### src/design/papc_pkg.sv
// package: register map, field positions, timing and carriers for the alert pulse block
package papc_pkg;
	localparam logic [15:0] PAPC_TRIG_ADDR      = 16'h0053;
	localparam logic [15:0] PAPC_PRESSURE_CHANGE_CONFIG_ADDR     = 16'h0054;
	localparam logic [15:0] PAPC_STATUS_ADDR    = 16'h0055;
	localparam logic [7:0]  PAPC_TRIG_RESET     = 8'h3E;
	localparam logic [7:0]  PAPC_PRESSURE_CHANGE_CONFIG_RESET    = 8'h01;
	localparam logic [7:0]  PAPC_STATUS_RESET   = 8'h00;
	localparam logic [7:0]  PAPC_TRIG_WMASK     = 8'h3F;
	localparam logic [7:0]  PAPC_PRESSURE_CHANGE_CONFIG_WMASK    = 8'h07;
	localparam int          PAPC_POL_BIT        = 5;
	localparam int          PAPC_DUR_BIT        = 4;
	localparam int          PAPC_FV_BIT         = 3;
	localparam int          PAPC_ST_BIT         = 2;
	localparam int          PAPC_ACQERR_BIT     = 1;
	localparam int          PAPC_RDY_BIT        = 0;
	localparam int          PAPC_SLOPE_EN_BIT   = 2;
	localparam int          PAPC_REL_EN_BIT     = 1;
	localparam int          PAPC_FIX_EN_BIT     = 0;
	localparam int          PAPC_SUM_F_BIT      = 7;
	localparam int          PAPC_SLOPE_F_BIT    = 6;
	localparam int          PAPC_REL_F_BIT      = 5;
	localparam int          PAPC_FIX_F_BIT      = 4;
	localparam int          PAPC_FW_F_BIT       = 3;
	localparam int          PAPC_CELL_F_BIT     = 2;
	localparam int          PAPC_CONV_F_BIT     = 1;
	localparam int          PAPC_ACQ_F_BIT      = 0;
	localparam int          PAPC_CLK_HZ         = 100_000_000;
	localparam int          PAPC_SHORT_MS       = 4;
	localparam int          PAPC_LONG_MS        = 8;
	localparam int          PAPC_SHORT_CYC      = PAPC_CLK_HZ / 1000 * PAPC_SHORT_MS;
	localparam int          PAPC_LONG_CYC       = PAPC_CLK_HZ / 1000 * PAPC_LONG_MS;
	localparam int          PAPC_CNT_W          = 20;

	typedef struct packed {
		logic fw_check_error;
		logic cell_selftest_error;
		logic converter_selftest_error;
		logic acquisition_done;
		logic acquisition_error;
		logic slope_exceeded;
		logic relative_exceeded;
		logic fixed_exceeded;
	} papc_events_t;

	typedef struct packed {
		logic        wr;
		logic        rd;
		logic [15:0] addr;
		logic [7:0]  wdata;
	} papc_regreq_t;
endpackage

### src/design/papc_alert.sv
// module: alert pulse configuration, status flags and pulse generator
// Behaviour
// polarity bit selects active and idle pin level
// duration bit picks 4 ms or 8 ms
// firmware check error pulses when enabled
// either self-test error pulses when enabled
// acquisition error pulses when enabled
// data ready pulses when enabled
// host leaves reserved bits alone
// slope monitor only when its enable set
// relative monitor only when its enable set
// fixed monitor only when its enable set
// flags clear after transfers if acknowledged
// slope exceed sets flags and pulses
// acquisition pulses only after acquisition completes
// counter times pulse, pin returns idle
// events during pulse merge, flags recorded
module papc_alert
	import papc_pkg::*;
(
	input  wire logic         clk,
	input  wire logic         rst_n,
	input  wire papc_regreq_t reg_req,
	input  wire papc_events_t events,
	input  wire logic         spi_transfers_done,
	input  wire logic         host_acknowledge_flag,
	output logic [7:0]        reg_rdata,
	output logic              alert_pin,
	output logic              slope_monitor_active,
	output logic              relative_monitor_active,
	output logic              fixed_monitor_active
);
	logic [7:0]            trig_reg,   trig_next;
	logic [7:0]            pressure_change_config_reg,  pressure_change_config_next;
	logic [7:0]            status_reg, status_next;
	logic [7:0]            rdata_reg,  rdata_next;
	logic                  busy_reg,   busy_next;
	logic [PAPC_CNT_W-1:0] cnt_reg,    cnt_next;
	logic                  pin_reg,    pin_next;
	logic [2:0]            mon_reg,    mon_next;
	logic                  fire;
	logic                  slope_ev;
	logic                  rel_ev;
	logic                  fix_ev;

	// event decode, monitors gated by their enables
	always_comb begin
		slope_ev = events.slope_exceeded & pressure_change_config_reg[PAPC_SLOPE_EN_BIT];
		rel_ev   = events.relative_exceeded & pressure_change_config_reg[PAPC_REL_EN_BIT];
		fix_ev   = events.fixed_exceeded & pressure_change_config_reg[PAPC_FIX_EN_BIT];
		fire = (events.fw_check_error & trig_reg[PAPC_FV_BIT])
			| ((events.cell_selftest_error | events.converter_selftest_error)
				& trig_reg[PAPC_ST_BIT])
			| (events.acquisition_done & events.acquisition_error
				& trig_reg[PAPC_ACQERR_BIT])
			| (events.acquisition_done & trig_reg[PAPC_RDY_BIT])
			| slope_ev | rel_ev | fix_ev;
	end

	// configuration registers, reserved bits masked
	always_comb begin
		trig_next  = trig_reg;
		pressure_change_config_next = pressure_change_config_reg;
		if (reg_req.wr && reg_req.addr == PAPC_TRIG_ADDR) begin
			trig_next = reg_req.wdata & PAPC_TRIG_WMASK;
		end
		if (reg_req.wr && reg_req.addr == PAPC_PRESSURE_CHANGE_CONFIG_ADDR) begin
			pressure_change_config_next = reg_req.wdata & PAPC_PRESSURE_CHANGE_CONFIG_WMASK;
		end
		mon_next = pressure_change_config_next[2:0];
	end

	always_ff @(posedge clk) begin
		if (!rst_n) begin
			trig_reg  <= PAPC_TRIG_RESET;
			pressure_change_config_reg <= PAPC_PRESSURE_CHANGE_CONFIG_RESET;
			mon_reg   <= PAPC_PRESSURE_CHANGE_CONFIG_RESET[2:0];
		end else begin
			trig_reg  <= trig_next;
			pressure_change_config_reg <= pressure_change_config_next;
			mon_reg   <= mon_next;
		end
	end

	a_trig_write: assert property (@(posedge clk) disable iff (!rst_n)
		reg_req.wr && reg_req.addr == PAPC_TRIG_ADDR
		|=> trig_reg == ($past(reg_req.wdata) & PAPC_TRIG_WMASK))
		else $error("trigger register write lost");
	a_trig_hold: assert property (@(posedge clk) disable iff (!rst_n)
		!(reg_req.wr && reg_req.addr == PAPC_TRIG_ADDR) |=> $stable(trig_reg))
		else $error("trigger register changed without write");
	a_trig_reserved: assert property (@(posedge clk) disable iff (!rst_n)
		trig_reg[7:6] == 2'h0)
		else $error("trigger reserved bits set");
	a_cfg_write: assert property (@(posedge clk) disable iff (!rst_n)
		reg_req.wr && reg_req.addr == PAPC_PRESSURE_CHANGE_CONFIG_ADDR
		|=> pressure_change_config_reg == ($past(reg_req.wdata) & PAPC_PRESSURE_CHANGE_CONFIG_WMASK))
		else $error("config register write lost");
	a_cfg_hold: assert property (@(posedge clk) disable iff (!rst_n)
		!(reg_req.wr && reg_req.addr == PAPC_PRESSURE_CHANGE_CONFIG_ADDR) |=> $stable(pressure_change_config_reg))
		else $error("config register changed without write");
	a_cfg_reserved: assert property (@(posedge clk) disable iff (!rst_n)
		pressure_change_config_reg[7:3] == 5'h00)
		else $error("config reserved bits set");
	a_slope_mon: assert property (@(posedge clk) disable iff (!rst_n)
		slope_monitor_active == pressure_change_config_reg[PAPC_SLOPE_EN_BIT])
		else $error("slope monitor output wrong");
	a_rel_mon: assert property (@(posedge clk) disable iff (!rst_n)
		relative_monitor_active == pressure_change_config_reg[PAPC_REL_EN_BIT])
		else $error("relative monitor output wrong");
	a_fix_mon: assert property (@(posedge clk) disable iff (!rst_n)
		fixed_monitor_active == pressure_change_config_reg[PAPC_FIX_EN_BIT])
		else $error("fixed monitor output wrong");

	// status flags: clear first, then sets win
	always_comb begin
		status_next = status_reg;
		if (spi_transfers_done && host_acknowledge_flag) begin
			status_next = PAPC_STATUS_RESET;
		end
		status_next[PAPC_SLOPE_F_BIT] = status_next[PAPC_SLOPE_F_BIT] | slope_ev;
		status_next[PAPC_REL_F_BIT]   = status_next[PAPC_REL_F_BIT] | rel_ev;
		status_next[PAPC_FIX_F_BIT]   = status_next[PAPC_FIX_F_BIT] | fix_ev;
		status_next[PAPC_FW_F_BIT]    = status_next[PAPC_FW_F_BIT]
			| events.fw_check_error;
		status_next[PAPC_CELL_F_BIT]  = status_next[PAPC_CELL_F_BIT]
			| events.cell_selftest_error;
		status_next[PAPC_CONV_F_BIT]  = status_next[PAPC_CONV_F_BIT]
			| events.converter_selftest_error;
		status_next[PAPC_ACQ_F_BIT]   = status_next[PAPC_ACQ_F_BIT]
			| (events.acquisition_done & events.acquisition_error);
		status_next[PAPC_SUM_F_BIT]   = status_next[PAPC_SUM_F_BIT] | fire;
	end

	always_ff @(posedge clk) begin
		if (!rst_n) begin
			status_reg <= PAPC_STATUS_RESET;
		end else begin
			status_reg <= status_next;
		end
	end

	a_status_hold: assert property (@(posedge clk) disable iff (!rst_n)
		!(spi_transfers_done && host_acknowledge_flag) && events == '0 |=> $stable(status_reg))
		else $error("status changed without cause");
	a_ack_keep: assert property (@(posedge clk) disable iff (!rst_n)
		spi_transfers_done && !host_acknowledge_flag && events == '0 |=> $stable(status_reg))
		else $error("status cleared without acknowledge");
	a_rel_flag: assert property (@(posedge clk) disable iff (!rst_n)
		rel_ev |=> status_reg[PAPC_REL_F_BIT] && status_reg[PAPC_SUM_F_BIT])
		else $error("relative event not flagged");
	a_fix_flag: assert property (@(posedge clk) disable iff (!rst_n)
		fix_ev |=> status_reg[PAPC_FIX_F_BIT] && status_reg[PAPC_SUM_F_BIT])
		else $error("fixed event not flagged");
	a_rel_gate: assert property (@(posedge clk) disable iff (!rst_n)
		!pressure_change_config_reg[PAPC_REL_EN_BIT] && !status_reg[PAPC_REL_F_BIT] |=> !status_reg[PAPC_REL_F_BIT])
		else $error("relative flag set while disabled");
	a_fix_gate: assert property (@(posedge clk) disable iff (!rst_n)
		!pressure_change_config_reg[PAPC_FIX_EN_BIT] && !status_reg[PAPC_FIX_F_BIT] |=> !status_reg[PAPC_FIX_F_BIT])
		else $error("fixed flag set while disabled");
	a_fw_flag: assert property (@(posedge clk) disable iff (!rst_n)
		events.fw_check_error |=> status_reg[PAPC_FW_F_BIT])
		else $error("firmware error not recorded");
	a_cell_flag: assert property (@(posedge clk) disable iff (!rst_n)
		events.cell_selftest_error |=> status_reg[PAPC_CELL_F_BIT])
		else $error("cell self-test error not recorded");
	a_conv_flag: assert property (@(posedge clk) disable iff (!rst_n)
		events.converter_selftest_error |=> status_reg[PAPC_CONV_F_BIT])
		else $error("converter self-test error not recorded");
	a_acq_flag: assert property (@(posedge clk) disable iff (!rst_n)
		events.acquisition_done && events.acquisition_error |=> status_reg[PAPC_ACQ_F_BIT])
		else $error("acquisition error not recorded");
	a_acq_gate: assert property (@(posedge clk) disable iff (!rst_n)
		!events.acquisition_done && !status_reg[PAPC_ACQ_F_BIT] |=> !status_reg[PAPC_ACQ_F_BIT])
		else $error("acquisition flag set before completion");
	a_sum_gate: assert property (@(posedge clk) disable iff (!rst_n)
		!fire && !status_reg[PAPC_SUM_F_BIT] |=> !status_reg[PAPC_SUM_F_BIT])
		else $error("summary flag set without trigger");

	// read data, held until the next read
	always_comb begin
		rdata_next = rdata_reg;
		if (reg_req.rd) begin
			unique case (reg_req.addr)
				PAPC_TRIG_ADDR:   rdata_next = trig_reg;
				PAPC_PRESSURE_CHANGE_CONFIG_ADDR:  rdata_next = pressure_change_config_reg;
				PAPC_STATUS_ADDR: rdata_next = status_reg;
				default:          rdata_next = 8'h00;
			endcase
		end
	end

	always_ff @(posedge clk) begin
		if (!rst_n) begin
			rdata_reg <= 8'h00;
		end else begin
			rdata_reg <= rdata_next;
		end
	end

	a_read_status: assert property (@(posedge clk) disable iff (!rst_n)
		reg_req.rd && reg_req.addr == PAPC_STATUS_ADDR |=> reg_rdata == $past(status_reg))
		else $error("status read data wrong");
	a_read_trig: assert property (@(posedge clk) disable iff (!rst_n)
		reg_req.rd && reg_req.addr == PAPC_TRIG_ADDR |=> reg_rdata == $past(trig_reg))
		else $error("trigger read data wrong");
	a_read_cfg: assert property (@(posedge clk) disable iff (!rst_n)
		reg_req.rd && reg_req.addr == PAPC_PRESSURE_CHANGE_CONFIG_ADDR |=> reg_rdata == $past(pressure_change_config_reg))
		else $error("config read data wrong");
	a_read_hold: assert property (@(posedge clk) disable iff (!rst_n)
		!reg_req.rd |=> $stable(reg_rdata))
		else $error("read data changed without read");
	a_read_unmapped: assert property (@(posedge clk) disable iff (!rst_n)
		reg_req.rd && reg_req.addr != PAPC_TRIG_ADDR && reg_req.addr != PAPC_PRESSURE_CHANGE_CONFIG_ADDR
		&& reg_req.addr != PAPC_STATUS_ADDR |=> reg_rdata == 8'h00)
		else $error("unmapped read not zero");

	// pulse timer, new events merge into running pulse
	always_comb begin
		busy_next = busy_reg;
		cnt_next  = cnt_reg;
		if (busy_reg) begin
			if (cnt_reg == PAPC_CNT_W'(1)) begin
				busy_next = 1'b0;
			end
			cnt_next = cnt_reg - PAPC_CNT_W'(1);
		end else if (fire) begin
			busy_next = 1'b1;
			cnt_next  = trig_reg[PAPC_DUR_BIT] ? PAPC_CNT_W'(PAPC_LONG_CYC)
				: PAPC_CNT_W'(PAPC_SHORT_CYC);
		end
		// polarity written this cycle applies on the same edge
		pin_next = busy_next ? trig_next[PAPC_POL_BIT] : ~trig_next[PAPC_POL_BIT];
	end

	always_ff @(posedge clk) begin
		if (!rst_n) begin
			busy_reg <= 1'b0;
			cnt_reg  <= '0;
			pin_reg  <= ~PAPC_TRIG_RESET[PAPC_POL_BIT];
		end else begin
			busy_reg <= busy_next;
			cnt_reg  <= cnt_next;
			pin_reg  <= pin_next;
		end
	end

	a_cell_pulse: assert property (@(posedge clk) disable iff (!rst_n)
		events.cell_selftest_error && trig_reg[PAPC_ST_BIT] |=> busy_reg)
		else $error("cell self-test error gave no pulse");
	a_no_fire_idle: assert property (@(posedge clk) disable iff (!rst_n)
		!busy_reg && !fire |=> !busy_reg)
		else $error("pulse started without trigger");
	a_count_down: assert property (@(posedge clk) disable iff (!rst_n)
		busy_reg && cnt_reg > PAPC_CNT_W'(1) |=> busy_reg && cnt_reg == $past(cnt_reg) - 1'b1)
		else $error("pulse counter not counting down");
	a_cnt_range: assert property (@(posedge clk) disable iff (!rst_n)
		busy_reg |-> cnt_reg != '0 && cnt_reg <= PAPC_CNT_W'(PAPC_LONG_CYC))
		else $error("pulse counter out of range");
	a_idle_count: assert property (@(posedge clk) disable iff (!rst_n)
		!busy_reg |-> cnt_reg == '0)
		else $error("pulse counter running while idle");

	assign reg_rdata               = rdata_reg;
	assign alert_pin               = pin_reg;
	assign slope_monitor_active    = mon_reg[PAPC_SLOPE_EN_BIT];
	assign relative_monitor_active = mon_reg[PAPC_REL_EN_BIT];
	assign fixed_monitor_active    = mon_reg[PAPC_FIX_EN_BIT];

	// assertions
	a_idle_level: assert property (@(posedge clk) disable iff (!rst_n)
		!busy_reg |-> alert_pin == ~trig_reg[PAPC_POL_BIT])
		else $error("idle pin level wrong");
	a_active_level: assert property (@(posedge clk) disable iff (!rst_n)
		busy_reg |-> alert_pin == trig_reg[PAPC_POL_BIT])
		else $error("active pin level wrong");
	a_pulse_load: assert property (@(posedge clk) disable iff (!rst_n)
		!busy_reg && fire |=> busy_reg && cnt_reg == ($past(trig_reg[PAPC_DUR_BIT])
			? PAPC_CNT_W'(PAPC_LONG_CYC) : PAPC_CNT_W'(PAPC_SHORT_CYC)))
		else $error("pulse length load wrong");
	a_fw_pulse: assert property (@(posedge clk) disable iff (!rst_n)
		events.fw_check_error && trig_reg[PAPC_FV_BIT] |=> busy_reg && status_reg[7])
		else $error("firmware error gave no pulse");
	a_st_pulse: assert property (@(posedge clk) disable iff (!rst_n)
		events.converter_selftest_error && trig_reg[PAPC_ST_BIT] |=> busy_reg)
		else $error("self-test error gave no pulse");
	a_acq_pulse: assert property (@(posedge clk) disable iff (!rst_n)
		events.acquisition_done && events.acquisition_error && trig_reg[PAPC_ACQERR_BIT]
		|=> busy_reg)
		else $error("acquisition error gave no pulse");
	a_rdy_pulse: assert property (@(posedge clk) disable iff (!rst_n)
		events.acquisition_done && trig_reg[PAPC_RDY_BIT] |=> busy_reg)
		else $error("data ready gave no pulse");
	a_slope_flag: assert property (@(posedge clk) disable iff (!rst_n)
		slope_ev |=> status_reg[6] && status_reg[7] && busy_reg)
		else $error("slope event not flagged");
	a_slope_gate: assert property (@(posedge clk) disable iff (!rst_n)
		!pressure_change_config_reg[PAPC_SLOPE_EN_BIT] && !status_reg[6] |=> !status_reg[6])
		else $error("slope flag set while disabled");
	a_ack_clear: assert property (@(posedge clk) disable iff (!rst_n)
		spi_transfers_done && host_acknowledge_flag && !fire && events == '0
		|=> status_reg == 8'h00)
		else $error("status not cleared on acknowledge");
	a_pulse_end: assert property (@(posedge clk) disable iff (!rst_n)
		busy_reg && cnt_reg == PAPC_CNT_W'(1) |=> !busy_reg)
		else $error("pulse did not end");
	a_pulse_merge: assert property (@(posedge clk) disable iff (!rst_n)
		busy_reg && cnt_reg > PAPC_CNT_W'(1) && fire |=> cnt_reg == $past(cnt_reg) - 1'b1)
		else $error("pulse restarted on merged event");

	c_pulse_start: cover property (@(posedge clk) disable iff (!rst_n) !busy_reg ##1 busy_reg);
	c_pulse_end:   cover property (@(posedge clk) disable iff (!rst_n) busy_reg ##1 !busy_reg);
	c_ack_clear:   cover property (@(posedge clk) disable iff (!rst_n)
		status_reg[7] ##1 status_reg == 8'h00);
	c_merge:       cover property (@(posedge clk) disable iff (!rst_n) busy_reg && fire);
	c_idle_high:   cover property (@(posedge clk) disable iff (!rst_n)
		!trig_reg[PAPC_POL_BIT] && !busy_reg);
endmodule // papc_alert

### config.mk
export PLATFORM = sky130hd
export DESIGN_NAME = papc_alert
export DESIGN_NICKNAME = d
export VERILOG_FILES = /design/src/design/papc_pkg.sv /design/src/design/papc_alert.sv
export SDC_FILE = /design/constraint.sdc
export NUM_CORES = 1
export LEC_CHECK = 0
export BUFFER_PORTS_ARGS = -buffer_cell sky130_fd_sc_hd__buf_2
export CAP_MARGIN = 5
export CELL_PAD_IN_SITES_DETAIL_PLACEMENT = 1
export CELL_PAD_IN_SITES_GLOBAL_PLACEMENT = 2
export CORE_MARGIN = 1.5
export CORE_UTILIZATION = 31
export CTS_CLUSTER_DIAMETER = 80
export DETAILED_ROUTE_END_ITERATION = 16
export GPL_ROUTABILITY_DRIVEN = 0
export PLACE_DENSITY_LB_ADDON = 0.2
export SLEW_MARGIN = 20
export SYNTH_ARGS = -nofsm -noshare
export SYNTH_HDL_FRONTEND = slang
export SYNTH_SLANG_ARGS = --single-unit
### constraint.sdc
create_clock -name clk -period 2.4 [get_ports clk]
set_input_delay 0.24 -clock clk [delete_from_list [all_inputs] [get_ports clk]]
set_output_delay 0.24 -clock clk [all_outputs]
set_load 0.1 [all_outputs]
==> results_dict.tcl <==
set metrics [dict create \
    core-area_um2 6720 \
    die_x_um 86.0 \
    hold_viol 0 \
    final_cell_mix "dfxtp_1, buf_2, nor2_1" \
    ys_ff_latch 47 \
    clock_path_buffers 2 \
    crit_path_max_fanout 5 \
    hp-class "primary input to flip-flop" \
    ys_seq_area_share_pct 44.1 \
    maxSlewViolCount 0 \
    largest_reg_flops 20 \
    max_stage_delay_ps 580 \
    min_period_over_period_pct 87.6 \
    io_pins 50 \
    drtAntennaViolNets 0 \
    fmax_mhz 475 \
    fin_setup_tns_ps 0 \
    ir_drop_v 0.000290 \
    power_density_nw_per_um2 643 \
    die_area_um2 7400 \
    status "finished clean" \
    grt_start_max_net_pins 18 \
    cts_tree "yes" \
    ctsResizeCount 0 \
    layout_min_cycle_time_ps 2100 \
    wl_mm 5.99 \
    arrival_ps 2300 \
    avgSynthCellArea_um2 9.01 \
    syn-cell-area_um2 2140 \
    via_per_inst 5.33 \
    ctsHoldBuffers 0 \
    synthCells 237 \
    postCtsSetupBuffers 0 \
    max_cap_viol_count 0 \
    grt_remaining_overflow 0 \
    route.vias.total 1977 \
    crit_path_top_delay_cell "or4b_1" \
    htree_num_levels 2 \
    rows 30 \
    setup_viol 0 \
    clock_latency_ps 300 \
    p_leak_nw 1.05 \
    fin_nets 331 \
    yosys_warnings 0 \
    grt_pass1_vias 1994 \
    dp_hpwl_mm 4.57 \
    drt_iter0_markers 105 \
    ys_types 50 \
    drcViolationCount 0 \
    required_ps 2600 \
    wl_per_cell_um 16.2 \
    worst_pin_slew_ps 590 \
    root_buffer "clkbuf_8" \
    drive_gt1_share_pct 22.3 \
    cts.sinks 47 \
    io_buffer_count 47 \
    skew_ps 9.78 \
    power.total_mw 1.67 \
    maxSlewHeadroom_pct 60.7 \
    synth_nets 277 \
    cts_buffers 5 \
    clk_pin_slew_ps 90 \
    antenna_found_initial 0 \
    crit_chain "or4b_1 > or2_0 > or3_1 > and3_1 > o31a_1" \
    first_pass_iters 4 \
    cp-end-kind "flip-flop" \
    critPathLaunchType "flip-flop" \
    start_util_pct 31.8 \
    fp.dieH_um 86.0 \
    rsz0062_at_grt "false" \
    area_delta_synth_final_pct 22.0 \
    grt_pass1_wl_mm 9.91 \
    grt_use_total_pct 17.2 \
    num_antenna_cells 0 \
    path_class "flip-flop to flip-flop" \
]
cell type report:
class | count | area [um^2]
clock buffers | 6 | 72.6
clock inverters | 1 | 30.0
fillers | 816 | 4110
inverters | 9 | 33.8
multi-input cells | 172 | 1120
flip-flops and latches | 47 | 941
well taps | 80 | 100
repair buffers | 56 | 303
kinds of logic (layout without fill, tap and decap cells):
group / after synthesis / after routing / share of synthesized area [%]
AOI/OAI and AO/OA: 59 / 59 / 19.9
adders and majority gates: 2 / 2 / 1.17
xor gates and xnor gates: 1 / 1 / 0.410
buffers and inverters: 18 / 72 / 3.28
DFF: 47 / 47 / 44.1
muxes: 14 / 14 / 6.56
and+or+nand+nor: 96 / 96 / 24.6
worst paths after layout:
path	from	slack [ps]	endpoint	cells past startpoint
setup / recovery	cnt_reg[0]	300	cnt_reg[9]	5
hold / removal	rst_n	150	trig_reg[2]	2
setup reg to reg	cnt_reg[0]	300	cnt_reg[9]	5
hold reg to reg	cnt_reg[14]	470	cnt_reg[14]	1
stage by stage:
step	cell area, um^2	instances	hold WS, ps	util [%]	setup slack, ps
after global routing	2610	371	152	38.8	156
after global placement	2500	364	456	37.2	305
final	2610	371	153	38.8	297
after detailed placement	2500	364	464	37.2	281
after floorplan	2140	237	357	-	252
after CTS	2610	371	142	38.8	277
where the power goes:
part           switching (mW)  internal [mW]  total, mW
Clock                   0.264          0.306      0.570
Combinational           0.144          0.108      0.251
Sequential             0.0363          0.817      0.853
synth_stat cells, drive strengths merged:
master	n	share of area [%]
or4	5	1.8
o41ai	2	0.82
nor2b	1	0.29
a311oi	1	0.41
inv	9	1.6
a21oi	15	3.5
or4b	1	0.47
mux2i	14	6.6
a211oi	4	1.4
a22o	3	1.2
buf	2	0.41
and3	1	0.29
xnor2	1	0.41
o211ai	1	0.35
a222oi	4	1.9
nand3b	4	1.4
o21a	3	1.1
o31ai	4	1.4
nor2	22	3.9
ha	2	1.2
or3	7	2.1
a221oi	1	0.41
nand2	13	2.3
o22ai	1	0.29
nand2b	5	1.5
nor3	11	2.8
o2bb2ai	4	1.6
o31a	3	1.2
and2	1	0.29
nand4	7	2.1
nand3	5	1.2
nor4	7	2.3
dfxtp	47	44
a2111oi	1	0.41
nor4bb	1	0.47
a21o	2	0.70
o21ai	3	0.70
a22oi	5	1.8
or2	4	1.2
clkbuf	7	1.3
and3b	1	0.41
a31oi	1	0.29
o22a	1	0.41
worst max-delay path, delay by kind of cell (launching register included):
family | cells | cell delay (ps)
AND/OR/NAND/NOR | 4 | 1390
flip-flops | 1 | 360
AO/OA/AOI/OAI | 1 | 260
routing by layer:
layer / track usage (%) / share of wire (%) / vias up
li1: - / - / 1001
met1: 23.1 / 51 / 932
met2: 27.9 / 44 / 40
met3: 3.37 / 4.1 / 4
met4: 5.72 / 1.1 / 0
met5: 0 / 0 / -
Power figures use the tool's default switching activity.
